`src/rtl/uhts_consts.vh`:
```
// Constants for the USB host transfer sequencing block.
// Overview of operation
// - A remote wakeup seen on the downstream port starts resume signaling on that port.
// - Resume signaling is held for 20 ms before it ends.
// - Moving the host state to operational during resume cuts it short with an end-of-packet, after which software should resume the port.
// - A non-isochronous IN issues the token, accepts short packets, and writes the received bytes to memory.
// - After the IN data the status write and then the retirement write are made, in that order.
// - Both status writes are always made, whether or not a frame boundary passes.
// - Sixteen bytes are prefetched from memory before an isochronous OUT token is sent.
// - The hang on underrun during bit-stuffing, with loss of start-of-frame, is not reproduced.
`ifndef UHTS_CONSTS_VH
`define UHTS_CONSTS_VH
`define UHTS_CLK_MHZ 200
`define UHTS_RESUME_MS 20
`define UHTS_RESUME_CYC (`UHTS_RESUME_MS * 1000 * `UHTS_CLK_MHZ)
`define UHTS_FRAME_US 1
`define UHTS_FRAME_MS 1
`define UHTS_FRAME_CYC (`UHTS_FRAME_MS * 1000 * `UHTS_CLK_MHZ)
`define UHTS_PREFETCH_BYTES 16
`define UHTS_EOP_CYC 2
`define UHTS_PID_IN 8'h69
`define UHTS_PID_OUT 8'hE1
`define UHTS_PID_SOF 8'hA5
`define UHTS_STAT_OK 2'h0
`define UHTS_STAT_UNDERRUN 2'h1
`endif

```
`src/rtl/uhts_core.v`:
```
// Transfer sequencing core: resume, IN status write-back, isochronous OUT.
`timescale 1ns/1ps
`include "uhts_consts.vh"
module uhts_core #(
    parameter RESUME_CYC = `UHTS_RESUME_CYC,
    parameter FRAME_CYC = `UHTS_FRAME_CYC,
    parameter PREFETCH = `UHTS_PREFETCH_BYTES
) (
    input wire core_clk,
    input wire resetn,
    input wire wakeup_pin,
    input wire hc_operational,
    input wire in_start,
    input wire iso_out_start,
    input wire [9:0] iso_out_len,
    input wire rx_valid,
    input wire [7:0] rx_data,
    input wire rx_eop,
    input wire mem_wr_ready,
    input wire mem_rd_valid,
    input wire [7:0] mem_rd_data,
    input wire tx_ready,
    output reg resume_drive,
    output reg eop_drive,
    output reg tok_valid,
    output reg [7:0] tok_pid,
    output reg mem_wr_valid,
    output reg [1:0] mem_wr_kind,
    output reg [7:0] mem_wr_data,
    output reg mem_rd_req,
    output reg tx_valid,
    output reg [7:0] tx_data,
    output reg tx_abort,
    output reg sof_pulse,
    output reg xfer_done,
    output reg [1:0] xfer_status
);
    // ------------------------------------------------------------
    // Input synchronisers
    // ------------------------------------------------------------
    reg wake_s1;
    reg wake_s2;
    reg wake_s3;
    always @(posedge core_clk or negedge resetn) begin
        if (!resetn) begin
            wake_s1 <= 1'b0;
            wake_s2 <= 1'b0;
            wake_s3 <= 1'b0;
        end else begin
            wake_s1 <= wakeup_pin;
            wake_s2 <= wake_s1;
            wake_s3 <= wake_s2;
        end
    end
    wire wake_rise = wake_s2 & ~wake_s3;

    // ------------------------------------------------------------
    // Frame timer, never stalled by transfers
    // ------------------------------------------------------------
    // The frame counter has no dependence on the transfer engine, so an
    // underrun can never stop start-of-frame generation.
    reg [31:0] frame_cnt;
    always @(posedge core_clk or negedge resetn) begin
        if (!resetn) begin
            frame_cnt <= 32'h00000000;
            sof_pulse <= 1'b0;
        end else begin
            sof_pulse <= 1'b0;
            if (frame_cnt >= FRAME_CYC - 1) begin
                frame_cnt <= 32'h00000000;
                sof_pulse <= 1'b1;
            end else begin
                frame_cnt <= frame_cnt + 32'h00000001;
            end
        end
    end

    // ------------------------------------------------------------
    // Resume signaling
    // ------------------------------------------------------------
    wire res_done;
    reg [1:0] eop_cnt;
    localparam integer EOP_LAST = `UHTS_EOP_CYC - 1;
    wire res_cut = resume_drive & hc_operational;
    uhts_timer #(.WIDTH(32)) u_resume_timer (
        .core_clk(core_clk),
        .resetn(resetn),
        .start(wake_rise & ~resume_drive),
        .stop(res_cut),
        .count(RESUME_CYC),
        .busy(),
        .done(res_done)
    );
    always @(posedge core_clk or negedge resetn) begin
        if (!resetn) begin
            resume_drive <= 1'b0;
            eop_drive <= 1'b0;
            eop_cnt <= 2'h0;
        end else begin
            if (wake_rise & ~resume_drive) begin
                resume_drive <= 1'b1;
            end else if (res_done | res_cut) begin
                resume_drive <= 1'b0;
                eop_drive <= 1'b1;
                eop_cnt <= EOP_LAST[1:0];
            end else if (eop_drive) begin
                if (eop_cnt == 2'h0) begin
                    eop_drive <= 1'b0;
                end else begin
                    eop_cnt <= eop_cnt - 2'h1;
                end
            end
        end
    end

    // ------------------------------------------------------------
    // Transfer engine
    // ------------------------------------------------------------
    localparam [6:0] S_IDLE = 7'h01;
    localparam [6:0] S_IN_DATA = 7'h02;
    localparam [6:0] S_WR_STAT = 7'h04;
    localparam [6:0] S_WR_RETIRE = 7'h08;
    localparam [6:0] S_PREFETCH = 7'h10;
    localparam [6:0] S_OUT_DATA = 7'h20;
    localparam [6:0] S_DONE = 7'h40;

    reg [6:0] state;
    reg [9:0] byte_cnt;
    reg [9:0] out_left;
    reg [7:0] pre_buf [0:PREFETCH-1];
    reg [4:0] pre_cnt;
    reg [4:0] pre_rd;
    reg underrun;

    always @(posedge core_clk or negedge resetn) begin
        if (!resetn) begin
            state <= S_IDLE;
            byte_cnt <= 10'h000;
            out_left <= 10'h000;
            pre_cnt <= 5'h00;
            pre_rd <= 5'h00;
            underrun <= 1'b0;
            tok_valid <= 1'b0;
            tok_pid <= 8'h00;
            mem_wr_valid <= 1'b0;
            mem_wr_kind <= 2'h0;
            mem_wr_data <= 8'h00;
            mem_rd_req <= 1'b0;
            tx_valid <= 1'b0;
            tx_data <= 8'h00;
            tx_abort <= 1'b0;
            xfer_done <= 1'b0;
            xfer_status <= `UHTS_STAT_OK;
        end else begin
            tok_valid <= 1'b0;
            tx_abort <= 1'b0;
            xfer_done <= 1'b0;
            case (state)
            S_IDLE: begin
                byte_cnt <= 10'h000;
                underrun <= 1'b0;
                if (in_start) begin
                    tok_valid <= 1'b1;
                    tok_pid <= `UHTS_PID_IN;
                    state <= S_IN_DATA;
                end else if (iso_out_start) begin
                    out_left <= iso_out_len;
                    pre_cnt <= 5'h00;
                    pre_rd <= 5'h00;
                    mem_rd_req <= 1'b1;
                    state <= S_PREFETCH;
                end
            end
            S_IN_DATA: begin
                if (mem_wr_valid & mem_wr_ready) begin
                    mem_wr_valid <= 1'b0;
                end
                if (rx_valid) begin
                    mem_wr_valid <= 1'b1;
                    mem_wr_kind <= 2'h0;
                    mem_wr_data <= rx_data;
                    byte_cnt <= byte_cnt + 10'h001;
                end else if (rx_eop & ~(mem_wr_valid & ~mem_wr_ready)) begin
                    // A short packet ends here like any other.
                    mem_wr_valid <= 1'b1;
                    mem_wr_kind <= 2'h1;
                    mem_wr_data <= byte_cnt[7:0];
                    state <= S_WR_STAT;
                end
            end
            S_WR_STAT: begin
                // No frame boundary test here: the retire write always
                // follows the status write.
                if (mem_wr_ready) begin
                    mem_wr_kind <= 2'h2;
                    mem_wr_data <= 8'h00;
                    state <= S_WR_RETIRE;
                end
            end
            S_WR_RETIRE: begin
                if (mem_wr_ready) begin
                    mem_wr_valid <= 1'b0;
                    xfer_status <= `UHTS_STAT_OK;
                    state <= S_DONE;
                end
            end
            S_PREFETCH: begin
                if (mem_rd_valid & (pre_cnt < PREFETCH)) begin
                    pre_buf[pre_cnt[3:0]] <= mem_rd_data;
                    pre_cnt <= pre_cnt + 5'h01;
                end
                if (pre_cnt == PREFETCH) begin
                    mem_rd_req <= 1'b0;
                    tok_valid <= 1'b1;
                    tok_pid <= `UHTS_PID_OUT;
                    state <= S_OUT_DATA;
                end
            end
            S_OUT_DATA: begin
                if (tx_valid & tx_ready) begin
                    tx_valid <= 1'b0;
                end
                // The last byte is held until the link has taken it;
                // ending on the count alone would drop it on a slow link.
                if (~tx_valid | tx_ready) begin
                    if (out_left == 10'h000) begin
                        mem_rd_req <= 1'b0;
                        xfer_status <= underrun ? `UHTS_STAT_UNDERRUN :
                                                  `UHTS_STAT_OK;
                        state <= S_DONE;
                    end else if (pre_rd < PREFETCH) begin
                        tx_valid <= 1'b1;
                        tx_data <= pre_buf[pre_rd[3:0]];
                        pre_rd <= pre_rd + 5'h01;
                        out_left <= out_left - 10'h001;
                        mem_rd_req <= 1'b1;
                    end else if (mem_rd_valid) begin
                        tx_valid <= 1'b1;
                        tx_data <= mem_rd_data;
                        out_left <= out_left - 10'h001;
                    end else begin
                        // Data ran dry: end the packet, never hang.
                        tx_abort <= 1'b1;
                        tx_valid <= 1'b0;
                        mem_rd_req <= 1'b0;
                        underrun <= 1'b1;
                        xfer_status <= `UHTS_STAT_UNDERRUN;
                        state <= S_DONE;
                    end
                end
            end
            S_DONE: begin
                xfer_done <= 1'b1;
                state <= S_IDLE;
            end
            default: begin
                state <= S_IDLE;
            end
            endcase
        end
    end
endmodule

```
`src/rtl/uhts_timer.v`:
```
// Down-counting timer that pulses when a loaded count expires.
`timescale 1ns/1ps
module uhts_timer #(
    parameter WIDTH = 24
) (
    input wire core_clk,
    input wire resetn,
    input wire start,
    input wire stop,
    input wire [WIDTH-1:0] count,
    output reg busy,
    output reg done
);
    reg [WIDTH-1:0] remain;

    always @(posedge core_clk or negedge resetn) begin
        if (!resetn) begin
            remain <= {WIDTH{1'b0}};
            busy <= 1'b0;
            done <= 1'b0;
        end else begin
            done <= 1'b0;
            if (start) begin
                remain <= count;
                busy <= 1'b1;
            end else if (stop) begin
                busy <= 1'b0;
            end else if (busy) begin
                if (remain <= {{(WIDTH-1){1'b0}}, 1'b1}) begin
                    busy <= 1'b0;
                    done <= 1'b1;
                end else begin
                    remain <= remain - {{(WIDTH-1){1'b0}}, 1'b1};
                end
            end
        end
    end
endmodule

```
`config.mk`:
```
export PLATFORM = sky130hd
export DESIGN_NAME = uhts_core
export DESIGN_NICKNAME = d
export VERILOG_FILES = /design/src/rtl/uhts_core.v /design/src/rtl/uhts_timer.v
export VERILOG_INCLUDE_DIRS = /design/src /design/src/rtl
export SDC_FILE = /design/constraint.sdc
export NUM_CORES = 1
export LEC_CHECK = 0
export BUFFER_PORTS_ARGS = -buffer_cell sky130_fd_sc_hd__buf_2
export CORE_ASPECT_RATIO = 0.6
export CORE_UTILIZATION = 30
export DETAILED_ROUTE_END_ITERATION = 8
export PLACE_DENSITY_LB_ADDON = 0.1
export SLEW_MARGIN = 20
export SYNTH_ARGS = -nofsm -noshare
export SYNTH_HDL_FRONTEND = slang
export SYNTH_SLANG_ARGS = --single-unit
export TNS_END_PERCENT = 10
```
`constraint.sdc`:
```
create_clock -name core_clk -period 3 [get_ports core_clk]
set_clock_uncertainty 0.05 [all_clocks]
set_input_delay 0.15 -clock core_clk [delete_from_list [all_inputs] [get_ports core_clk]]
set_output_delay 0.15 -clock core_clk [all_outputs]
set_load 0.01 [all_outputs]
```
==> flow_metrics.py, run 1 <==
metrics = {
    "pwr": {
        "p_leak_nw": 5.439,
        "irDropWorstVdd_mv": 0.3931,
        "power_density_nw_per_um2": 682.0,
    },
    "clock_network": {
        "htree_levels": 1,
        "root_buffer": "clkbuf_16",
        "cts_buffers": 28,
        "cts_resized": 0,
        "clock-sinks": 266,
        "ctsLongestPathBuffers": 3,
        "clkLatencyLatePin_ns": 0.55,
        "clk_pin_slew_ns": 0.06,
        "cts_tree": "done",
    },
    "finish": {
        "area_delta_synth_final_pct": 21.93,
        "diodes": 0,
        "nets": 1118,
        "drive_gt1_share_pct": 19.14,
    },
    "setup_path": {
        "startpoint": "out_left[1]",
        "rrSetupSlack_ns": 0.24,
        "cp-end-kind": "register",
        "crit_chain": "inv_1 -> ha_1 -> or3b_2 -> nor4_1 -> nor2_2 -> nand2_1 -> mux2_2",
        "worstPathArrival_ns": 3.14,
        "r2r-end": "tx_data[4]",
        "worstRegToRegCells": 7,
        "crit_type": "reg -> reg",
        "critPathMaxFanout": 8,
        "cp-endpoint": "tx_data[4]",
        "rr_startpoint": "out_left[1]",
        "cp_slowest_cell": "or3b_2",
        "cp.required_ns": 3.38,
        "cpPeakStageDelay_ns": 0.51,
        "start_kind": "register",
    },
    "logic_synthesis": {
        "synth_async_sr_flop_share_pct": 51.88,
        "yosysUniqueCellTypes": 75,
        "synth_seq_cells": 266,
        "synth_cells": 919,
        "ys_seq_area_share_pct": 62.59,
        "synth_ff_type": "dfrtp_1",
        "synth.area.mux_share_pct": 8.337,
        "synthXorXnorAreaFrac_pct": 1.803,
        "synth-compound-area-share_pct": 9.893,
        "syn_area_um2": 11660,
        "yosys_warnings": 0,
        "synthAdderAreaFrac_pct": 1.180,
        "synth_top_area_share_pct": 32.96,
        "synthTopCellsByCount": "137 x dfrtp_1, 128 x edfxtp_1, 75 x nor2_1, 55 x nand2_1, 51 x a21oi_1",
        "synth-simple-area-share_pct": 13.70,
        "synthTopCellsByArea": "edfxtp_1 33%, dfrtp_1 29%, mux4_2 4.6%",
        "synth_top_family_by_area": "simple AND/OR/NAND/NOR gates",
        "synth_edf_count": 128,
        "yosys.area.top_type": "edfxtp_1",
        "yosysMostFrequentCell": "dfrtp_1",
        "syn_avg_cell_area_um2": 12.69,
    },
    "global_route": {
        "grt_first_pass_wirelength_mm": 45.34,
        "antenna_found_initial": 1,
        "grt_usage_pct": 14.52,
        "grt_pass1_vias": 7557,
        "grt.overflow.total": 0,
        "grt_max_degree": 139,
    },
    "timing": {
        "fin_ws_ns": 0.2406,
        "rsz0062_at_grt": "no",
        "period_minus_slack_ns": 2.759,
        "max_freq_ghz": 0.3624,
        "slew_violations": 0,
        "setup_tns_ns": 0,
        "min_period_over_period_pct": 91.98,
        "worst_pin_slew_ns": 0.8391,
        "slew_headroom_pct": 43.82,
        "setup_violations": 0,
        "hold_viol": 0,
    },
    "detailed_routing": {
        "vias": 7762,
        "postRouteAntennaNets": 0,
        "via_per_inst": 4.836,
        "post_drt_wl_per_cell_um": 17.48,
        "route.detailed.drc": 0,
        "drt_iter0_drc": 548,
        "wirelength_mm": 28.06,
        "first_pass_iters": 5,
    },
    "hold_path": {
        "holdCritPathClass": "in -> reg",
    },
    "place": {
        "dp_hpwl_mm": 18.66,
        "gp_congestion": 0.7816,
        "port_buffers": 69,
        "dpl_worst_slack_ns": 0.2806,
    },
    "job": {
        "drv_cap": 0,
    },
    "floorplanning": {
        "start_util_pct": 30.70,
        "ios": 74,
        "core_um2": 37990,
        "die_area_um2": 39690,
        "die_height_um": 154.7,
        "num_rows": 55,
        "die_x_um": 256.5,
    },
    "status": {
        "status": "complete, no violations",
    },
}
[layout make-up]
class	count	area, um^2
Clock inverter	14	171.4
Multi-Input combinational cell	604	4139
Inverter	23	86.33
Fill cell	3713	23770
Clock buffer	38	803.3
Sequential cell	266	7300
Timing Repair Buffer	147	1077
Tap cell	513	641.9
[critical path, delay by kind of cell, from the launching register on]
family	cells	cell delay [ns]
flip-flops	1	0.39
buffers and inverters	1	0.08
adder cells (fa/ha/maj)	1	0.18
multiplexers	1	0.38
AND/OR/NAND/NOR	4	1.54
[sequential cells by signal (all words and copies together) (netlist names), 2 cells and up]
register,flops
pre_rd,5
pre_cnt,5
eop_cnt,2
mem_wr_data,8
mem_wr_kind,2
state,7
frame_cnt,32
u_resume_timer.remain,32
tok_pid,3
byte_cnt,8
tx_data,8
pre_buf,128
out_left,10
[placed cells by master (no fill, tap or decap), types with 5 or more instances in the layout]
master / synthesis / final
a21oi_1: 51 / 51
a22oi_1: 12 / 12
a31oi_1: 5 / 5
and3_1: 9 / 9
buf_2: 6 / 68
buf_4: 7 / 38
clkbuf_16: 0 / 29
clkinv_2: 0 / 8
conb_1: 1 / 18
dfrtp_1: 137 / 136
dlygate4sd3_1: 1 / 36
edfxtp_1: 128 / 128
ha_1: 11 / 11
inv_1: 22 / 22
mux2_2: 9 / 9
mux2i_1: 33 / 33
mux4_2: 24 / 24
nand2_1: 55 / 55
nand2b_1: 11 / 11
nand3_1: 40 / 40
nand4_1: 8 / 8
nor2_1: 75 / 75
nor2b_1: 7 / 7
nor3_1: 26 / 26
nor4_1: 12 / 12
o211ai_1: 5 / 5
o21ai_0: 39 / 39
o221ai_1: 9 / 9
o22ai_1: 10 / 10
o31ai_1: 12 / 12
or3_1: 19 / 19
or4_1: 17 / 17
xnor2_1: 13 / 13
xor2_1: 11 / 11
[routing by layer]
| layer | wire [um] | GRT usage, % | vias up |
|---|---|---|---|
| met5 | 0 | 0 | - |
| met4 | 447 | 3.061 | 0 |
| met3 | 1103 | 2.262 | 33 |
| met2 | 10880 | 19.03 | 152 |
| met1 | 15630 | 24.25 | 3816 |
| li1 | - | - | 3761 |
[worst min-delay path by stage]
stage / from / end / slack [ns] / cells after the start
after global placement: wakeup_pin / wake_s1 / 0.22 / 1
final: rx_valid / mem_wr_data[2] / 0.09 / 3
after global routing: rx_valid / mem_wr_data[2] / 0.10 / 3
after detailed placement: wakeup_pin / wake_s1 / 0.21 / 1
after floorplan: resetn / byte_cnt[0] / -0.20 / 0
after CTS: rx_valid / mem_wr_data[2] / 0.05 / 3
[kinds of logic (layout without fill, tap and decap cells)]
| group | after synthesis | count (layout) |
|---|---|---|
| buffers and inverters | 66 | 222 |
| other | 1 | 18 |
| XOR/XNOR | 24 | 24 |
| AND/OR/NAND/NOR | 307 | 307 |
| flip-flops | 266 | 266 |
| multiplexers | 66 | 66 |
| adder cells (fa/ha/maj) | 11 | 11 |
| AO/OA/AOI/OAI | 178 | 178 |
[metrics by stage]
step / instances / total power, mW / hold slack (ns) / util (%) / cell area, um^2
floorplan: 936 / 5.453 / -0.1956 / - / 11730
global placement: 1517 / 6.060 / 0.2194 / 33.92 / 12880
detailed placement: 1517 / 6.055 / 0.2094 / 33.92 / 12880
CTS: 1605 / 9.826 / 0.04618 / 37.43 / 14220
global route: 1605 / 10.26 / 0.1033 / 37.43 / 14220
finish: 1605 / 9.697 / 0.08536 / 37.43 / 14220
[power breakdown]
group	internal, mW	switching, mW
clock network	2.21	1.46
registers	4.12	0.246
logic	0.659	1.00
total	6.99	2.71
[what timing repair did]
action	CTS	global route
hold buffers	36	0
setup buffers	0	0
hold endpoints to repair	298	0
Power figures use the tool's default switching activity.
==> run 2: changes to the inputs <==
==> constraint.sdc (replaced) <==
create_clock -name core_clk -period 2.58 [get_ports core_clk]
set_clock_uncertainty 0.05 [all_clocks]
set_input_delay 0.129 -clock core_clk [delete_from_list [all_inputs] [get_ports core_clk]]
set_output_delay 0.129 -clock core_clk [all_outputs]
set_load 0.01 [all_outputs]
==> flow_metrics.py, run 2 (synthesis gave the netlist of run 1 again) <==
metrics = {
    "setup_path": {
        "r2r-end": "tx_data[3]",
        "worstRegToRegCells": 10,
        "cp.required_ns": 2.96,
        "cpPeakStageDelay_ns": 0.46,
        "critPathMaxFanout": 8,
        "startpoint": "out_left[0]",
        "cp-endpoint": "tx_data[3]",
        "crit_chain": "inv_1 -> ha_1 -> or3b_2 -> buf_4 -> nor4_2 -> buf_4 -> nor2_2 -> nand2_1 -> buf_12 -> mux2_2",
        "rrSetupSlack_ns": 0.15,
        "cp-end-kind": "register",
        "crit_type": "reg -> reg",
        "rr_startpoint": "out_left[0]",
        "worstPathArrival_ns": 2.81,
        "start_kind": "register",
        "crit_top_cell": "buf_4",
        "cp_slowest_cell": "or3b_2",
    },
    "finish": {
        "fin_util_pct": 37.73,
        "final_common_cell": "dfrtp_1",
        "nets": 1140,
        "final_cells": 1627,
        "diodes": 0,
        "area_delta_synth_final_pct": 22.92,
        "n_fill_cell": 3686,
        "largest_reg_flops": 128,
        "drive_gt1_share_pct": 20.47,
        "multi_input_area_um2": 4167,
        "register_area_um2": 7300,
        "layout_common_cells": "136 x dfrtp_1, 128 x edfxtp_1, 75 x nor2_1, 68 x buf_2, 60 x buf_4",
    },
    "clock_network": {
        "cts_buffers": 28,
        "clkLatencyLatePin_ns": 0.54,
        "htree_levels": 1,
        "clk_pin_slew_ns": 0.06,
        "root_buffer": "clkbuf_16",
        "ctsLongestPathBuffers": 3,
        "clock-sinks": 266,
        "cts_tree": "done",
        "cts_setup_buffers": 0,
    },
    "timing": {
        "setup_violations": 0,
        "slew_headroom_pct": 47.56,
        "period_minus_slack_ns": 2.430,
        "min_period_over_period_pct": 94.18,
        "hold_viol": 0,
        "fin_ws_ns": 0.1502,
        "slew_violations": 0,
        "timing.hold.ws_ns": 0.05800,
        "rsz0062_at_grt": "no",
        "max_freq_ghz": 0.4116,
        "worst_pin_slew_ns": 0.7865,
    },
    "detailed_routing": {
        "via_per_inst": 4.829,
        "post_drt_wl_per_cell_um": 17.33,
        "wirelength_mm": 28.20,
        "vias": 7857,
        "drt_iter0_drc": 497,
        "first_pass_iters": 5,
        "postRouteAntennaNets": 0,
        "route.detailed.drc": 0,
    },
    "pwr": {
        "p_leak_nw": 5.509,
        "irDropWorstVdd_mv": 0.4026,
        "power_density_nw_per_um2": 779.4,
    },
    "place": {
        "dpl_worst_slack_ns": 0.06956,
        "port_buffers": 69,
        "dp_cells": 1539,
        "gp_congestion": 0.7890,
        "dp_hpwl_mm": 18.86,
    },
    "global_route": {
        "grt_pass1_vias": 7548,
        "antenna_found_initial": 0,
        "grt_first_pass_wirelength_mm": 45.20,
        "grt.overflow.total": 0,
        "grt_usage_pct": 14.53,
        "grt_max_degree": 139,
    },
    "floorplanning": {
        "num_rows": 55,
        "start_util_pct": 30.70,
        "ios": 74,
        "die_height_um": 154.7,
        "die_x_um": 256.5,
        "die_area_um2": 39690,
        "core_um2": 37990,
    },
    "status": {
        "status": "complete, no violations",
    },
    "job": {
        "drv_cap": 0,
    },
    "hold_path": {
        "holdPathStages": 3,
        "holdCritPathClass": "in -> reg",
    },
}
## run 2: critical path: cells and delay by family, from the launching register on
kind	cells	cell delay, ns
and+or+nand+nor	4	0.82
buffers and inverters	4	0.55
DFF	1	0.38
muxes	1	0.33
adders and majority gates	1	0.18
## run 2: repair_timing
item,4_1_cts,5_1_grt
hold buffers,36,0
hold endpoints to repair,299,0
endpoints found under the setup margin,0,17
gates resized for setup,0,4
## run 2: metal layers
| layer | wire length, um | GRT usage, % |
|---|---|---|
| met5 | 0 | 0 |
| met4 | 451 | 3.090 |
| met3 | 949 | 2.425 |
| met2 | 11110 | 19.38 |
| met1 | 15690 | 23.85 |
## run 2: final cells by class
class,instances,area share [%]
Clock buffer,42,5.543
Clock inverter,10,0.7158
Inverter,23,0.6023
Multi-Input combinational cell,604,29.07
Sequential cell,266,50.93
Tap cell,513,4.478
Timing Repair Buffer,169,8.668
## run 2: power by group
group | internal (mW) | leakage [nW] | switching, mW
logic | 0.912 | 2.16 | 1.22
registers | 4.79 | 2.92 | 0.278
clock network | 2.32 | 0.432 | 1.65
## run 2: metrics by stage
step | area [um^2] | power, mW | setup TNS (ns)
after floorplan | 11730 | 6.340 | -1.420
after global placement | 13050 | 7.241 | 0
after detailed placement | 13050 | 7.225 | 0
after CTS | 14310 | 11.32 | 0
after global routing | 14330 | 11.83 | 0
final | 14330 | 11.17 | 0
## run 2: worst min path at each step
stage	slack, ns	start	end
after global routing	0.06	rx_valid	mem_wr_data[4]
after floorplan	-0.22	resetn	byte_cnt[0]
after detailed placement	0.19	wakeup_pin	wake_s1
after CTS	0.03	rx_valid	mem_wr_data[3]
after global placement	0.20	wakeup_pin	wake_s1
final	0.06	rx_valid	mem_wr_data[3]
